===== src/hw/buck_ctrl_map.svh =====
// Constants of the buck converter control: field positions, reset values, timing counts.
// Assumes a 10 MHz system clock; included by bare name.
`ifndef BUCK_CTRL_MAP_SVH
`define BUCK_CTRL_MAP_SVH

// ==================================================
// Setpoint word fields
`define SP_VOUT_LSB 0
`define SP_VOUT_MSB 6
`define SP_ENABLE_BIT 7
`define SP_VOUT_W 7
// ==================================================
// Voltage code scale, microvolts
`define VOUT_BASE_UV 600000
`define VOUT_STEP_UV 6250
`define VOUT_MAX_UV 1400000
`define VOUT_CODE_MAX 7'h7F
// ==================================================
// Peak current limits, milliamps, by code
`define ILIM_CODE0_MA 16'h1450
`define ILIM_CODE1_MA 16'h16A8
`define ILIM_CODE2_MA 16'h1838
`define ILIM_CODE3_MA 16'h1A90
// ==================================================
// Reset values of the settings (factory defaults)
`define RST_SETPOINT 8'h00
`define RST_ILIM_SEL 2'h0
// ==================================================
// Timing: oscillator 2.74 MHz against 10 MHz clock, kHz units
`define CLK_KHZ 10000
`define SW_KHZ 2740
// Least off time after a peak-limit trip, ns
`define TRIP_OFF_NS 100
`define CLK_NS 100

`endif


===== src/hw/buck_ctrl_pkg.sv =====
// Types of the buck converter control block.
// Assumes the map header supplies all numbers.
package buck_ctrl_pkg;

  typedef enum logic [3:0] {
    ST_OFF = 4'b0001,
    ST_PWM = 4'b0010,
    ST_PFM = 4'b0100,
    ST_TSD = 4'b1000
  } conv_state_t;

  // One setpoint register: enable, 7-bit voltage code
  typedef struct packed {
    logic enable;
    logic [6:0] vout_code;
  } setpoint_t;

  // Analog comparator indications
  typedef struct packed {
    logic over_temp;
    logic cooled;
    logic undervoltage;
    logic peak_trip;
    logic discontinuous;
  } sense_t;

  // Selected target handed to the analog loop
  typedef struct packed {
    logic [6:0] vout_code;
    logic [20:0] vout_uv;
    logic [15:0] ilim_ma;
    logic force_pwm;
  } target_t;

endpackage


===== src/hw/buck_sw_clock.sv =====
// Fractional divider making the 2.74 MHz switching tick from the system clock.
// Assumes a single clock domain and synchronous active-low reset.
`timescale 1ns/10ps
`include "buck_ctrl_map.svh"
module buck_sw_clock #(
  parameter int CLK_KHZ = `CLK_KHZ,
  parameter int SW_KHZ = `SW_KHZ
) (
  // Clock and reset
  input wire logic clock_i,
  input wire logic nrst_i,
  // Tick out, one cycle per switching period
  output logic tick_o
);
  if (SW_KHZ <= 0 || SW_KHZ >= CLK_KHZ) begin : g_bad_rate
    $error("Switching rate must be below the clock rate");
  end
  // The accumulator holds values below CLK_KHZ in 16 bits
  if (CLK_KHZ > 65535) begin : g_bad_clock
    $error("Clock rate too high for the accumulator");
  end

  logic [15:0] acc;
  logic [15:0] next_acc;
  logic next_tick;
  logic [16:0] sum;

  // Phase accumulator keeps the mean rate exact though each period jitters by a cycle
  always_comb begin
    sum = {1'b0, acc} + 17'(SW_KHZ);
    if (sum >= 17'(CLK_KHZ)) begin
      next_acc = 16'(sum - 17'(CLK_KHZ));
      next_tick = 1'b1;
    end else begin
      next_acc = sum[15:0];
      next_tick = 1'b0;
    end
  end

  always_ff @(posedge clock_i) begin
    if (!nrst_i) begin
      acc <= 16'h0000;
      tick_o <= 1'b0;
    end else begin
      acc <= next_acc;
      tick_o <= next_tick;
    end
  end
endmodule // buck_sw_clock


===== src/hw/buck_converter_control.sv =====
// Digital control of a step-down converter: setpoint choice, mode, limits, thermal shutdown.
// Assumes settings arrive already registered from the host-side register file.
// Assumes comparator inputs are glitch-free digital levels, asynchronous to the clock.
`timescale 1ns/10ps
`include "buck_ctrl_map.svh"
module buck_converter_control #(
  parameter int CLK_KHZ = `CLK_KHZ,
  parameter int SW_KHZ = `SW_KHZ,
  parameter int TRIP_OFF_NS = `TRIP_OFF_NS
) (
  // Clock and reset
  input wire logic clock_i,
  input wire logic nrst_i,
  // Device pins
  input wire logic enable_pin_i,
  input wire logic voltage_select_pin_i,
  // Settings from the register file
  input wire buck_ctrl_pkg::setpoint_t setpoint_reg_0_i,
  input wire buck_ctrl_pkg::setpoint_t setpoint_reg_1_i,
  input wire logic force_pwm_0_i,
  input wire logic force_pwm_1_i,
  input wire logic voltage_select_pin_gate_i,
  input wire logic [1:0] peak_current_limit_sel_i,
  input wire logic restart_after_thermal_i,
  input wire logic thermal_irq_ack_i,
  // Analog comparators
  input wire buck_ctrl_pkg::sense_t sense_i,
  // Outputs toward the analog loop and host
  output buck_ctrl_pkg::target_t target_o,
  output logic output_on_o,
  output logic high_side_on_o,
  output logic pfm_active_o,
  output logic thermal_shutdown_o,
  output logic thermal_irq_o
);
  // Least off time in cycles, rounded up so a trip never gets a shorter pause
  localparam longint TRIP_OFF_PROD = longint'(TRIP_OFF_NS) * longint'(CLK_KHZ);
  localparam int TRIP_OFF_CYC_RAW = int'((TRIP_OFF_PROD + 999999) / 1000000);
  localparam int TRIP_OFF_CYC = (TRIP_OFF_CYC_RAW < 1) ? 1 : TRIP_OFF_CYC_RAW;

  // ==================================================
  // Parameter checks
  if (TRIP_OFF_NS < 0 || TRIP_OFF_CYC > 255) begin : g_bad_trip
    $error("Trip off time out of range for its counter");
  end
  if (SW_KHZ <= 0 || SW_KHZ >= CLK_KHZ) begin : g_bad_rate
    $error("Switching rate must be below the clock rate");
  end
  if (CLK_KHZ > 65535) begin : g_bad_clock
    $error("Clock rate too high for the switching accumulator");
  end
  if ($bits(buck_ctrl_pkg::sense_t) != 5) begin : g_bad_sense
    $error("Synchroniser map expects five comparator bits");
  end

  // ==================================================
  // Input synchronisers
  // two-stage synchronisers
  // Costs two cycles on every pin and comparator; shorter pulses may be missed
  localparam int NSYNC = 7;
  logic [NSYNC-1:0] raw_in;
  logic [NSYNC-1:0] sync_a;
  logic [NSYNC-1:0] sync_b;
  assign raw_in = {enable_pin_i, voltage_select_pin_i, sense_i};

  generate
    for (genvar i = 0; i < NSYNC; i++) begin : g_sync
      always_ff @(posedge clock_i) begin
        if (!nrst_i) begin
          sync_a[i] <= 1'b0;
          sync_b[i] <= 1'b0;
        end else begin
          sync_a[i] <= raw_in[i];
          sync_b[i] <= sync_a[i];
        end
      end
    end
  endgenerate

  logic en_s;
  logic voltage_select_pin_s;
  buck_ctrl_pkg::sense_t sense_s;
  assign en_s = sync_b[6];
  assign voltage_select_pin_s = sync_b[5];
  assign sense_s = sync_b[4:0];

  // ==================================================
  // Switching tick
  // lockout stops the oscillator too, so it restarts in a known phase
  logic core_nrst;
  assign core_nrst = nrst_i && !sense_s.undervoltage;
  logic sw_tick;
  buck_sw_clock #(
    .CLK_KHZ(CLK_KHZ),
    .SW_KHZ(SW_KHZ)
  ) u_sw_clock (
    .clock_i(clock_i),
    .nrst_i(core_nrst),
    .tick_o(sw_tick)
  );

  // ==================================================
  // Setpoint selection and target decode
  logic use_sp0;
  buck_ctrl_pkg::setpoint_t active_sp;
  logic active_force;
  buck_ctrl_pkg::target_t next_target;
  logic [20:0] vout_uv_calc;

  always_comb begin
    // setpoint choice; gate low masks pin
    use_sp0 = voltage_select_pin_gate_i && !voltage_select_pin_s;
    active_sp = use_sp0 ? setpoint_reg_0_i : setpoint_reg_1_i;
    active_force = use_sp0 ? force_pwm_0_i : force_pwm_1_i;
    // code to microvolts, clamped at the top of range
    vout_uv_calc = 21'(`VOUT_BASE_UV) + 21'(active_sp.vout_code) * 21'(`VOUT_STEP_UV);
    if (vout_uv_calc > 21'(`VOUT_MAX_UV)) begin
      vout_uv_calc = 21'(`VOUT_MAX_UV);
    end
    next_target.vout_code = active_sp.vout_code;
    next_target.vout_uv = vout_uv_calc;
    next_target.force_pwm = active_force;
    case (peak_current_limit_sel_i)
      2'h0: next_target.ilim_ma = `ILIM_CODE0_MA;
      2'h1: next_target.ilim_ma = `ILIM_CODE1_MA;
      2'h2: next_target.ilim_ma = `ILIM_CODE2_MA;
      default: next_target.ilim_ma = `ILIM_CODE3_MA;
    endcase
  end

  always_ff @(posedge clock_i) begin
    // undervoltage acts as reset too; target cleared to all zeros at reset
    if (!nrst_i || sense_s.undervoltage) begin
      target_o <= '0;
    end else begin
      target_o <= next_target;
    end
  end

  // ==================================================
  // Converter state machine
  buck_ctrl_pkg::conv_state_t state;
  buck_ctrl_pkg::conv_state_t next_state;
  logic en_prev;
  logic next_en_prev;
  logic en_rise;
  logic armed;
  logic next_armed;
  logic run_req;
  logic irq;
  logic next_irq;
  logic tsd_entry;

  always_comb begin
    next_en_prev = en_s;
    en_rise = en_s && !en_prev;
    next_armed = armed;
    run_req = en_s && active_sp.enable && armed;
    next_state = state;
    tsd_entry = 1'b0;
    if (en_rise) begin
      next_armed = 1'b1;
    end
    case (state)
      buck_ctrl_pkg::ST_OFF: begin
        if (run_req || (en_rise && active_sp.enable)) begin
          next_state = buck_ctrl_pkg::ST_PWM;
        end
      end
      buck_ctrl_pkg::ST_PWM, buck_ctrl_pkg::ST_PFM: begin
        // protection armed only with output on; enter on over-temp
        if (sense_s.over_temp) begin
          next_state = buck_ctrl_pkg::ST_TSD;
          tsd_entry = 1'b1;
          // without restart, wait for an enable toggle
          if (!restart_after_thermal_i) begin
            next_armed = 1'b0;
          end
        end else if (!run_req) begin
          next_state = buck_ctrl_pkg::ST_OFF;
        end else if (active_force) begin
          next_state = buck_ctrl_pkg::ST_PWM;
        end else if (state == buck_ctrl_pkg::ST_PWM && sense_s.discontinuous) begin
          next_state = buck_ctrl_pkg::ST_PFM;
        end else if (state == buck_ctrl_pkg::ST_PFM && !sense_s.discontinuous) begin
          next_state = buck_ctrl_pkg::ST_PWM;
        end
      end
      buck_ctrl_pkg::ST_TSD: begin
        // leave only once cooled; re-arm keeps settings untouched
        if (sense_s.cooled && !sense_s.over_temp) begin
          next_state = buck_ctrl_pkg::ST_OFF;
        end
      end
      default: next_state = buck_ctrl_pkg::ST_OFF;
    endcase
  end

  always_ff @(posedge clock_i) begin
    // undervoltage holds the controller in reset
    if (!nrst_i || sense_s.undervoltage) begin
      state <= buck_ctrl_pkg::ST_OFF;
      en_prev <= 1'b0;
      armed <= 1'b0;
    end else begin
      state <= next_state;
      en_prev <= next_en_prev;
      armed <= next_armed;
    end
  end

  // ==================================================
  // Thermal interrupt
  always_comb begin
    // sticky interrupt, a new event wins over the acknowledge
    next_irq = irq;
    if (thermal_irq_ack_i) begin
      next_irq = 1'b0;
    end
    if (tsd_entry) begin
      next_irq = 1'b1;
    end
  end

  always_ff @(posedge clock_i) begin
    if (!core_nrst) begin
      irq <= 1'b0;
    end else begin
      irq <= next_irq;
    end
  end

  // ==================================================
  // Pulse generation with peak limiting
  logic [7:0] blank_cnt;
  logic [7:0] next_blank_cnt;
  logic next_hs;
  logic next_on;
  logic switching;
  logic next_pfm;
  logic next_tsd_flag;

  always_comb begin
    switching = (state == buck_ctrl_pkg::ST_PWM) || (state == buck_ctrl_pkg::ST_PFM);
    next_blank_cnt = (blank_cnt != 8'h00) ? blank_cnt - 8'h01 : 8'h00;
    next_hs = high_side_on_o;
    // output off outside run states, including shutdown
    next_on = (next_state == buck_ctrl_pkg::ST_PWM) || (next_state == buck_ctrl_pkg::ST_PFM);
    next_pfm = (next_state == buck_ctrl_pkg::ST_PFM);
    next_tsd_flag = (next_state == buck_ctrl_pkg::ST_TSD);
    if (!switching || !next_on) begin
      next_hs = 1'b0;
    // trip ends the pulse and holds off a least time
    end else if (sense_s.peak_trip) begin
      next_hs = 1'b0;
      next_blank_cnt = 8'(TRIP_OFF_CYC);
    // each tick with the trip hold-off over starts a pulse; duty is set by the analog loop via the trip
    end else if (sw_tick && blank_cnt == 8'h00) begin
      next_hs = 1'b1;
    end
  end

  always_ff @(posedge clock_i) begin
    if (!nrst_i || sense_s.undervoltage) begin
      blank_cnt <= 8'h00;
      high_side_on_o <= 1'b0;
      output_on_o <= 1'b0;
      pfm_active_o <= 1'b0;
      thermal_shutdown_o <= 1'b0;
      thermal_irq_o <= 1'b0;
    end else begin
      blank_cnt <= next_blank_cnt;
      high_side_on_o <= next_hs;
      output_on_o <= next_on;
      pfm_active_o <= next_pfm;
      thermal_shutdown_o <= next_tsd_flag;
      thermal_irq_o <= next_irq;
    end
  end
endmodule // buck_converter_control


===== config.mk =====
export PLATFORM = sky130hd
export DESIGN_NAME = buck_converter_control
export DESIGN_NICKNAME = d
export VERILOG_FILES = /design/src/hw/buck_ctrl_pkg.sv /design/src/hw/buck_sw_clock.sv /design/src/hw/buck_converter_control.sv
export VERILOG_INCLUDE_DIRS = /design/src /design/src/hw
export SDC_FILE = /design/constraint.sdc
export NUM_CORES = 1
export LEC_CHECK = 0
export ABC_CLOCK_PERIOD_IN_PS = 6900
export BUFFER_PORTS_ARGS = -buffer_cell sky130_fd_sc_hd__buf_2
export CAP_MARGIN = 20
export CORE_ASPECT_RATIO = 2
export CORE_MARGIN = 5
export CORE_UTILIZATION = 60
export CTS_BUF_LIST = sky130_fd_sc_hd__clkbuf_8
export CTS_CLUSTER_SIZE = 12
export DETAILED_ROUTE_END_ITERATION = 8
export PLACE_DENSITY_LB_ADDON = 0.2
export SETUP_SLACK_MARGIN = 0.5
export SLEW_MARGIN = 20
export SYNTH_ARGS = -nofsm -noshare
export SYNTH_HDL_FRONTEND = slang
export SYNTH_SLANG_ARGS = --single-unit

===== constraint.sdc =====
create_clock -name clock_i -period 6.9 [get_ports clock_i]
set_input_delay 0.69 -clock clock_i [delete_from_list [all_inputs] [get_ports clock_i]]
set_output_delay 0.69 -clock clock_i [all_outputs]
set_load 0.005 [all_outputs]

==> reports/metrics.yaml, run 1 <==
logic_synthesis:
  mean_cell_area_of_the_mapped_netlist_sq_um: 8.68
  postSynthCellCount: 661
  synth_ff_type: "dfxtp_1"
  yosysSeqAreaShare_pct: 29.0
  yosys_warnings: 0
  ys_types: 86
  async_reset_ff_share_pct: 0
  ys_seq_elements: 83
  synth_top_area_cells: "dfxtp_1, ha_1, nor2_1, xnor2_1, a21oi_1"
  mapped_cell_area_sq_mm: 0.00573
  post-synth-top-area-fraction_pct: 29.0
  synth_top_area_cell: "dfxtp_1"
  count_of_flip_flops_with_a_built_in_enable_after_synthesis: 0
worst_setup_path:
  criticalPathCategory: "primary input to register"
  crit_path_start: "voltage_select_pin_gate_i"
  regToRegStartpoint: "voltage_select_pin_s$_SDFF_PN0_"
  cp.required_ns: 7.20
  worstPathMaxFanout: 8
  cp_data_arrival_time_ns: 6.36
  worstSetupEndpointType: "register"
  critPathLaunchType: "primary input"
outcome:
  run_status: "finished, final reports clean"
clocking:
  clock_insertion_delay_worst_skew_ns: 0.36
  cell_chosen_for_the_clock_root: "clkbuf_8"
  post-cts-setup-buffers: 0
  post_cts_resized: 0
  clock_tree_from_tritoncts: "built"
  numCtsBuffers: 9
  cts-htree-levels: 3
  clkSinkCount: 83
  clock_tree.buffer_depth: 2
  postCtsHoldBufs: 0
  clk_pin_slew_worst_paths_ns: 0.09
detailed_routing:
  route.final.wire_length_microns: 14500
  routed_via_density: 6.07
  drt_iter0_markers: 215
  detailed_routing_iteration_count_for_the_pre_antenna_repair_pass: 5
  drc_errors: 0
  routed_wire_length_per_instance_microns: 17.5
  final_antenna_net_count: 0
  detailroute.via_count: 5052
timing:
  hold_viol_final: 0
  fmax_mhz: 165
  layout_setup_ws_ns: 0.835
  fin_crit_sh_pct: 87.9
  clock-skew-final_ns: 0.00843
  max_slew.worst_pin.slew_ns: 0.881
  worst_slew_margin_rel_pct: 40.5
  final.min_clock_period_ns: 6.07
  fin_setup_tns_ns: 0
  setup_viol: 0
  rsz_0062_raised_after_global_routing: "true"
  slew_violations: 0
run:
  timing.max_cap.violations: 0
finish:
  area.growth.synth_to_final_pct: 10.3
  final_nets: 821
  layout-drive-gt1-share_pct: 18.1
  num_antenna_cells: 0
  layout.core_utilization_pct: 67.4
pwr:
  vdd_drop_max_uv: 247
  p_leak_nw: 2.93
  power_density_mw_per_mm2: 478
placement:
  port_buffers: 73
  globalplace.congestion: 0.876
  detailed_place_hpwl_microns: 11600
  placement.setup.worst_slack_ns: 0.285
hold_path:
  hp-start: "sync_a[4]$_SDFF_PN0_"
  worst_hold_path_type: "register to register"
global_routing:
  gr-usage-all-layers_pct: 25.5
  grt_pass1_vias: 5209
  grt_first_pass_wirelength_microns: 23900
  grt_start_max_net_pins: 50
  grt_antenna_before_repair: 0
  grt-ovfl-total: 0
die:
  die_area_sq_mm: 0.0117
  placeableCoreArea_sq_mm: 0.00938
  pin_count: 82
  initial_utilization_pct: 61.1
  standard_cell_row_count: 50
  die_width_microns: 79.1
  die_y_microns: 148
-- sequential cells by signal, indices dropped and copies added (netlist names), 4 cells and up --
name and cells:
blank_cnt 8, sense_s 5, state 4, sync_a 7
target_o 35, u_sw_clock.acc 14
-- through the flow --
step                hold WS [ns]  total power, W  area [sq um]  std cells
floorplan                  0.401         0.00218          5760        668
global placement           0.416         0.00251          6080        816
detailed placement         0.421         0.00257          6080        816
CTS                        0.441         0.00299          6310        832
global route               0.448         0.00327          6320        832
finish                     0.436         0.00302          6320        832
-- layout by cell type, fill, tap and decap left out, types with 17 or more instances in the layout --
cell type  instances
and2_1            24
o21ai_0           21
xor2_1            18
dfxtp_1           83
buf_2             73
nor2_1            78
xnor2_1           29
nor3_1            17
inv_1             36
a21oi_1           38
nand2_1           40
ha_1              60
-- final timing paths --
check                            end  slack [ns]  depth (start not counted)
max          target_o[36]$_SDFF_PP0_        0.83                         20
min            sense_s[4]$_SDFF_PN0_        0.44                          1
max reg2reg  target_o[36]$_SDFF_PP0_        0.89                         19
min reg2reg    sense_s[4]$_SDFF_PN0_        0.44                          1
-- where the power goes --
group          total, W  switching [W]  internal, W
clock          0.000406       0.000195     0.000211
sequential     0.000677      0.0000918     0.000585
combinational   0.00194        0.00115     0.000785
-- cell type report --
type,instances,area [sq um]
clock buffers,9,124
clock inverters,7,106
fillers,815,3060
inverters,36,135
multi-input cells,515,3760
flip-flops and latches,83,1660
well taps,104,130
repair buffers,78,403
-- Yosys cell counts, types with 3 or more instances --
cell type,instances
nand4_1,4
o32ai_1,4
nand2b_1,9
buf_4,11
and3_1,3
o31ai_1,3
fa_1,6
nor2b_1,6
o2111ai_1,7
o21ai_0,21
and2_1,24
xnor2_1,29
xor2_1,19
o211ai_1,3
clkbuf_1,20
dfxtp_1,83
nor3b_1,5
o31a_1,4
nor2_1,78
o211a_1,3
inv_1,36
o22ai_1,3
ha_1,60
mux2i_1,10
a21o_1,9
nor3_1,17
or2_2,3
a211oi_1,7
nand3_1,14
a21oi_1,38
o221ai_1,3
nand2_1,40
nor4_1,7
nor4b_1,4
-- logic make-up after synthesis --
kind of cell               share of synthesized area, %
AOI/OAI and AO/OA                                  18.0
buffers and inverters                              6.11
xor gates and xnor gates                           7.62
adders and majority gates                          15.2
muxes                                              2.14
DFF                                                29.0
other                                            0.0654
and+or+nand+nor                                    21.9
-- routing by layer --
metal / share of wire, % / track usage, %
met5: 0 / 0
met4: 5.1 / 14.0
met3: 3.9 / 3.21
met2: 58 / 51.6
met1: 33 / 23.2
-- worst max-delay path: stages --
cell      delay (ns)
buf_2           0.11
nand2b_2        0.19
mux2i_1         0.37
inv_1           0.18
ha_1            0.24
xnor2_1         0.19
ha_1            0.27
fa_1            0.47
ha_1            0.32
ha_1            0.27
or3_4           0.42
o221a_1         0.29
or4b_4          0.55
a21oi_1         0.33
nand2_1         0.17
o31ai_1         0.44
o31a_1          0.32
nor4_4          0.09
nor2_4          0.22
o2111a_1        0.22
No activity file was read; power rests on OpenSTA's default activity.
==> run 2, diff against run 1 <==
--- a/config.mk
+++ b/config.mk
@@ -16,6 +16,7 @@
 export CTS_CLUSTER_SIZE = 12
 export DETAILED_ROUTE_END_ITERATION = 8
 export PLACE_DENSITY_LB_ADDON = 0.2
+export RECOVER_POWER = 50
 export SETUP_SLACK_MARGIN = 0.5
 export SLEW_MARGIN = 20
 export SYNTH_ARGS = -nofsm -noshare
==> run 2 against run 1 <==
Net effect:
- the run now ends with capacitance limit, slew limit left
- highest routed layer unchanged
- critical endpoint is now target_o[32]$_SDFF_PP0_
- critical path depth did not move
- die area stayed put
- utilization decreased by 0.23 points
- sequential cell count is the same
- largest power group unchanged
==> reports/metrics.yaml, run 2 (synthesis results as in run 1) <==
clocking:
  clk_pin_slew_worst_paths_ns: 0.10
  postCtsHoldBufs: 0
  cell_chosen_for_the_clock_root: "clkbuf_8"
  clock_insertion_delay_worst_skew_ns: 0.36
  post-cts-setup-buffers: 0
  numCtsBuffers: 9
  cts-htree-levels: 3
  clkSinkCount: 83
  clock_tree_from_tritoncts: "built"
  clock_tree.buffer_depth: 2
pwr:
  p_leak_nw: 2.87
  power_density_mw_per_mm2: 479
  vdd_drop_max_uv: 248
finish:
  layout.core_utilization_pct: 67.2
  final_common_cell: "dfxtp_1"
  sequential_cell_area_sq_mm: 0.00166
  max_flop_register: "target_o"
  layout_top_registers: "target_o x35, u_sw_clock.acc x14, blank_cnt x8"
  filler_cell_count: 825
  num_antenna_cells: 0
  multi_input_comb_area_sq_mm: 0.00376
  commonest_non_fill_non_tap_cells_in_the_layout: "dfxtp_1, nor2_1, ha_1"
  layout-drive-gt1-share_pct: 16.1
  largest_register_ff_count: 35
  area.growth.synth_to_final_pct: 9.93
  final_nets: 821
  fin_cells: 832
timing:
  fin_crit_sh_pct: 88.6
  hold_viol_final: 0
  fin_setup_tns_ns: 0
  final.min_clock_period_ns: 6.11
  fmax_mhz: 164
  worst_slew_margin_rel_pct: -56.5
  setup_viol: 0
  rsz_0062_raised_after_global_routing: "true"
  slew_violations: 50
  max_slew.worst_pin.slew_ns: 2.35
  fin_hold_ws_ns: 0.433
  clock-skew-final_ns: 0.00817
die:
  die_area_sq_mm: 0.0117
  pin_count: 82
  die_width_microns: 79.1
  initial_utilization_pct: 61.1
  standard_cell_row_count: 50
  placeableCoreArea_sq_mm: 0.00938
  die_y_microns: 148
placement:
  globalplace.congestion: 0.876
  port_buffers: 73
  detailed_place_hpwl_microns: 11600
  place_inst: 816
global_routing:
  grt_start_max_net_pins: 50
  grtUsageMet1_pct: 23.2
  grt_antenna_before_repair: 0
  grt-busiest-layer: "met2"
  grt-ovfl-total: 0
  grt_first_pass_wirelength_microns: 23900
  grt_use_met3_pct: 3.21
  gr-usage-all-layers_pct: 25.5
  grt_use_met2_pct: 51.6
  grt_pass1_vias: 5209
worst_setup_path:
  cp_data_arrival_time_ns: 6.26
  regToRegStartpoint: "voltage_select_pin_s$_SDFF_PN0_"
  worstPathMaxFanout: 7
  critPathLaunchType: "primary input"
  worstSetupEndpointType: "register"
  r2r_end: "target_o[32]$_SDFF_PP0_"
  regToRegSetupSlack_ns: 0.84
  worst_r2r_path_depth: 19
  criticalPathCategory: "primary input to register"
  cp.required_ns: 7.04
detailed_routing:
  detailroute.via_count: 5043
  drt_iter0_markers: 179
  detailed_routing_iteration_count_for_the_pre_antenna_repair_pass: 5
  final_antenna_net_count: 0
  routed_via_density: 6.06
  drc_errors: 0
  route.final.wire_length_microns: 14600
  routed_wire_length_per_instance_microns: 17.5
run:
  timing.max_cap.violations: 1
outcome:
  run_status: "finished, violations left"
  failed_checks: "capacitance limit, slew limit"
hold_path:
  worst_hold_path_type: "register to register"
  hp-start: "sync_a[4]$_SDFF_PN0_"
  worstHoldPathCells: 1
  hold_path_end: "sense_s[4]$_SDFF_PN0_"
## run 2: worst max path at each step
stage	from	endpoint
floorplan	voltage_select_pin_gate_i	target_o[30]$_SDFF_PP0_
global placement	voltage_select_pin_gate_i	target_o[25]$_SDFF_PP0_
detailed placement	voltage_select_pin_gate_i	target_o[25]$_SDFF_PP0_
CTS	voltage_select_pin_gate_i	target_o[32]$_SDFF_PP0_
global route	voltage_select_pin_gate_i	target_o[33]$_SDFF_PN0_
finish	voltage_select_pin_gate_i	target_o[32]$_SDFF_PP0_
## run 2: cell type report
class | instances | area share (%)
clock inverter | 7 | 1.69
clock buffer | 9 | 1.97
tap | 104 | 2.06
multi-input combinational | 515 | 59.7
sequential | 83 | 26.4
inverter | 36 | 2.14
timing repair buffer | 78 | 6.05
## run 2: worst max-delay path: stages
cell and delay (ns):
buf_2 0.11, nand2b_2 0.19, mux2i_1 0.37, inv_1 0.18, ha_1 0.24, xnor2_1 0.19
ha_1 0.27, fa_1 0.47, ha_1 0.32, ha_1 0.27, or3_4 0.42, o221ai_1 0.34
nor3_1 0.14, or3_2 0.55, a21oi_1 0.34, o21ai_0 0.21, a211o_1 0.35, nor4_4 0.30
o21ba_4 0.24, nor3_1 0.06
## run 2: stage by stage
step                      setup WS [ns]  cell area (sq um)  power [W]
after floorplan                   0.784               5760    0.00218
after global placement            0.397               6080    0.00251
after detailed placement          0.285               6080    0.00257
after CTS                         0.635               6310    0.00299
after global routing              0.395               6300    0.00327
final                             0.785               6300    0.00302
## run 2: repair_timing
action	4_1_cts	5_1_grt
gates resized for setup	0	3
setup endpoints to repair	0	18
endpoints found under the hold margin	0	0
## run 2: report_power, final
part	switching, W	total [W]	internal (W)
Clock	0.000196	0.000407	0.000211
Sequential	0.0000931	0.000679	0.000586
Combinational	0.00115	0.00193	0.000782
## run 2: metal layers
layer  part of all wire, %  vias to the layer above
li1                      -                     2448
met1                    34                     2376
met2                    58                      166
met3                   3.6                       53
met4                   4.7                        0
met5                     0                        -
==> run 3, diff against run 2 <==
--- a/config.mk
+++ b/config.mk
@@ -21,4 +21,5 @@
 export SLEW_MARGIN = 20
 export SYNTH_ARGS = -nofsm -noshare
 export SYNTH_HDL_FRONTEND = slang
+export SYNTH_HIERARCHICAL = 1
 export SYNTH_SLANG_ARGS = --single-unit
==> run 3 against run 2 <==
Net effect:
- the flow still finishes with violations (capacitance limit, slew limit)
- wire length is 5.6% higher
- worst hold slack got worse by 0.0089 ns
- via count up 2.8%
- setup slack worse by 0.070 ns
- sequential power down 1%
- die area grew 1.6%
- area after synthesis grew 1.8%
- cell count rose by 4.9%
- final area up 3.4%
- critical path type unchanged
- critical endpoint is now target_o[30]$_SDFF_PP0_
- highest routed layer unchanged
==> reports/metrics.yaml, run 3 <==
clocking:
  clock_insertion_delay_worst_skew_ns: 0.37
  cell_chosen_for_the_clock_root: "clkbuf_8"
  clk_pin_slew_worst_paths_ns: 0.08
  clock_tree_from_tritoncts: "built"
  cts-htree-levels: 3
  numCtsBuffers: 9
  clkSinkCount: 83
  clock_tree.buffer_depth: 2
die:
  standard_cell_row_count: 51
  initial_utilization_pct: 60.6
  die_width_microns: 79.7
  placeableCoreArea_sq_mm: 0.00964
  die_y_microns: 149
  die_area_sq_mm: 0.0119
  pin_count: 82
outcome:
  run_status: "finished, violations left"
  failed_checks: "capacitance limit, slew limit"
finish:
  max_flop_register: "target_o"
  commonest_non_fill_non_tap_cells_in_the_layout: "dfxtp_1, nor2_1, buf_2"
  fin_cells: 873
  num_antenna_cells: 0
  final_cell_area_sq_mm: 0.00652
  layout-drive-gt1-share_pct: 17.9
  layout_top_registers: "target_o x35, u_sw_clock/acc x14, blank_cnt x8"
  area.growth.synth_to_final_pct: 11.7
  final_nets: 834
  final_common_cell: "dfxtp_1"
  layout.core_utilization_pct: 67.7
  largest_register_ff_count: 35
pwr:
  power_density_mw_per_mm2: 452
  p_leak_nw: 2.93
  vdd_drop_max_uv: 336
timing:
  max_slew.worst_pin.slew_ns: 1.65
  fin_crit_sh_pct: 89.6
  rsz_0062_raised_after_global_routing: "false"
  final.min_clock_period_ns: 6.18
  hold_viol_final: 0
  worst_slew_margin_rel_pct: -10.1
  setup_viol: 0
  slew_violations: 35
  clock-skew-final_ns: 0.0112
  fmax_mhz: 162
worst_setup_path:
  cp_data_arrival_time_ns: 6.34
  critPathLaunchType: "primary input"
  criticalPathCategory: "primary input to register"
  worstPathMaxFanout: 11
  worstSetupEndpointType: "register"
  cp.required_ns: 7.05
placement:
  place_inst: 857
  post_dp_cell_area_sq_mm: 0.00626
  globalplace.congestion: 0.959
  port_buffers: 73
  detailed_place_hpwl_microns: 12500
global_routing:
  grt_antenna_before_repair: 0
  grt-ovfl-total: 0
  gr-usage-all-layers_pct: 26.3
  grt_pass1_vias: 5294
  grt_first_pass_wirelength_microns: 24400
  grt_start_max_net_pins: 35
logic_synthesis:
  synth_ff_type: "dfxtp_1"
  count_of_flip_flops_with_a_built_in_enable_after_synthesis: 0
  mean_cell_area_of_the_mapped_netlist_sq_um: 8.66
  post-synth-top-area-fraction_pct: 28.5
  yosysSeqAreaShare_pct: 28.5
  async_reset_ff_share_pct: 0
  count_leader_synth: "dfxtp_1"
  synth_top_area_cells: "dfxtp_1, ha_1, xnor2_1, nor2_1, a21oi_1"
  synth_top_area_cell: "dfxtp_1"
  ys_seq_elements: 83
  ys_types: 90
  mapped_cell_area_sq_mm: 0.00584
  postSynthCellCount: 674
  synth_commonest_cells: "dfxtp_1, nor2_1, ha_1"
  yosys_warnings: 6
detailed_routing:
  detailroute.via_count: 5182
  drt_iter0_markers: 227
  final_antenna_net_count: 0
  routed_via_density: 5.94
  detailed_routing_iteration_count_for_the_pre_antenna_repair_pass: 4
  routed_wire_length_per_instance_microns: 17.6
  route.final.wire_length_microns: 15400
  drc_errors: 0
run:
  timing.max_cap.violations: 1
hold_path:
  worst_hold_path_type: "register to register"
[run 3: area by class of cell]
| class | instances | area, sq um |
|---|---|---|
| Clock buffer | 10 | 138 |
| Clock inverter | 6 | 71.3 |
| Fill cell | 847 | 3120 |
| Inverter | 33 | 124 |
| Multi-Input combinational cell | 525 | 3930 |
| Sequential cell | 83 | 1660 |
| Tap cell | 132 | 165 |
| Timing Repair Buffer | 84 | 427 |
[run 3: logic make-up after synthesis]
group	count (synthesis)	share of synthesized area [%]
muxes	14	2.51
and+or+nand+nor	241	21.6
other	1	0.0642
DFF	83	28.5
buffers and inverters	73	5.77
AOI/OAI and AO/OA	147	19.2
xor gates and xnor gates	49	7.35
adders and majority gates	66	15.0
[run 3: power by group]
part           internal, W  switching [W]
combinational     0.000774        0.00114
clock             0.000181       0.000181
sequential        0.000581      0.0000886
total              0.00154        0.00141
[run 3: repair_timing]
item,4_1_cts,5_1_grt
hold endpoints to repair,0,0
resized for setup,2,10
hold buffers,0,0
pin swaps,0,1
setup endpoints to repair,17,18
setup buffers,0,0
[run 3: stage by stage]
step	worst slack, ns	power, W	TNS [ns]	hold slack (ns)
global placement	-0.166	0.00246	-1.37	0.414
floorplan	0.619	0.00207	0	0.401
detailed placement	-0.220	0.00251	-2.02	0.412
global route	0.505	0.00317	0	0.455
CTS	0.538	0.00289	0	0.427
finish	0.716	0.00294	0	0.424
[run 3: final timing paths]
check	from	to	slack (ns)	cells past startpoint
min reg2reg	sense_s[1]$_SDFF_PN0_	high_side_on_o$_SDFFE_PP0P_	0.42	1
max	voltage_select_pin_gate_i	target_o[30]$_SDFF_PP0_	0.72	22
min	sense_s[1]$_SDFF_PN0_	high_side_on_o$_SDFFE_PP0P_	0.42	1
max reg2reg	voltage_select_pin_s$_SDFF_PN0_	target_o[30]$_SDFF_PP0_	0.76	21
[run 3: layer usage]
layer,GRT usage [%],wire length (microns),up-vias
li1,-,-,2515
met1,22.2,5070,2467
met2,54.4,9030,143
met3,3.86,456,57
met4,15.4,814,0
met5,0,0,-
[run 3: worst max-delay path, stage by stage]
cell,delay [ns]
buf_2,0.10
nand2b_2,0.17
buf_4,0.18
mux2i_1,0.31
inv_1,0.14
ha_1,0.33
ha_1,0.29
ha_1,0.28
inv_1,0.05
fa_1,0.51
inv_1,0.04
ha_1,0.38
a31o_2,0.32
o221a_2,0.33
or3_1,0.39
and2_1,0.25
nand3b_1,0.26
a2111oi_4,0.45
o21ai_0,0.23
o31a_1,0.19
o21ai_4,0.29
a221oi_1,0.14
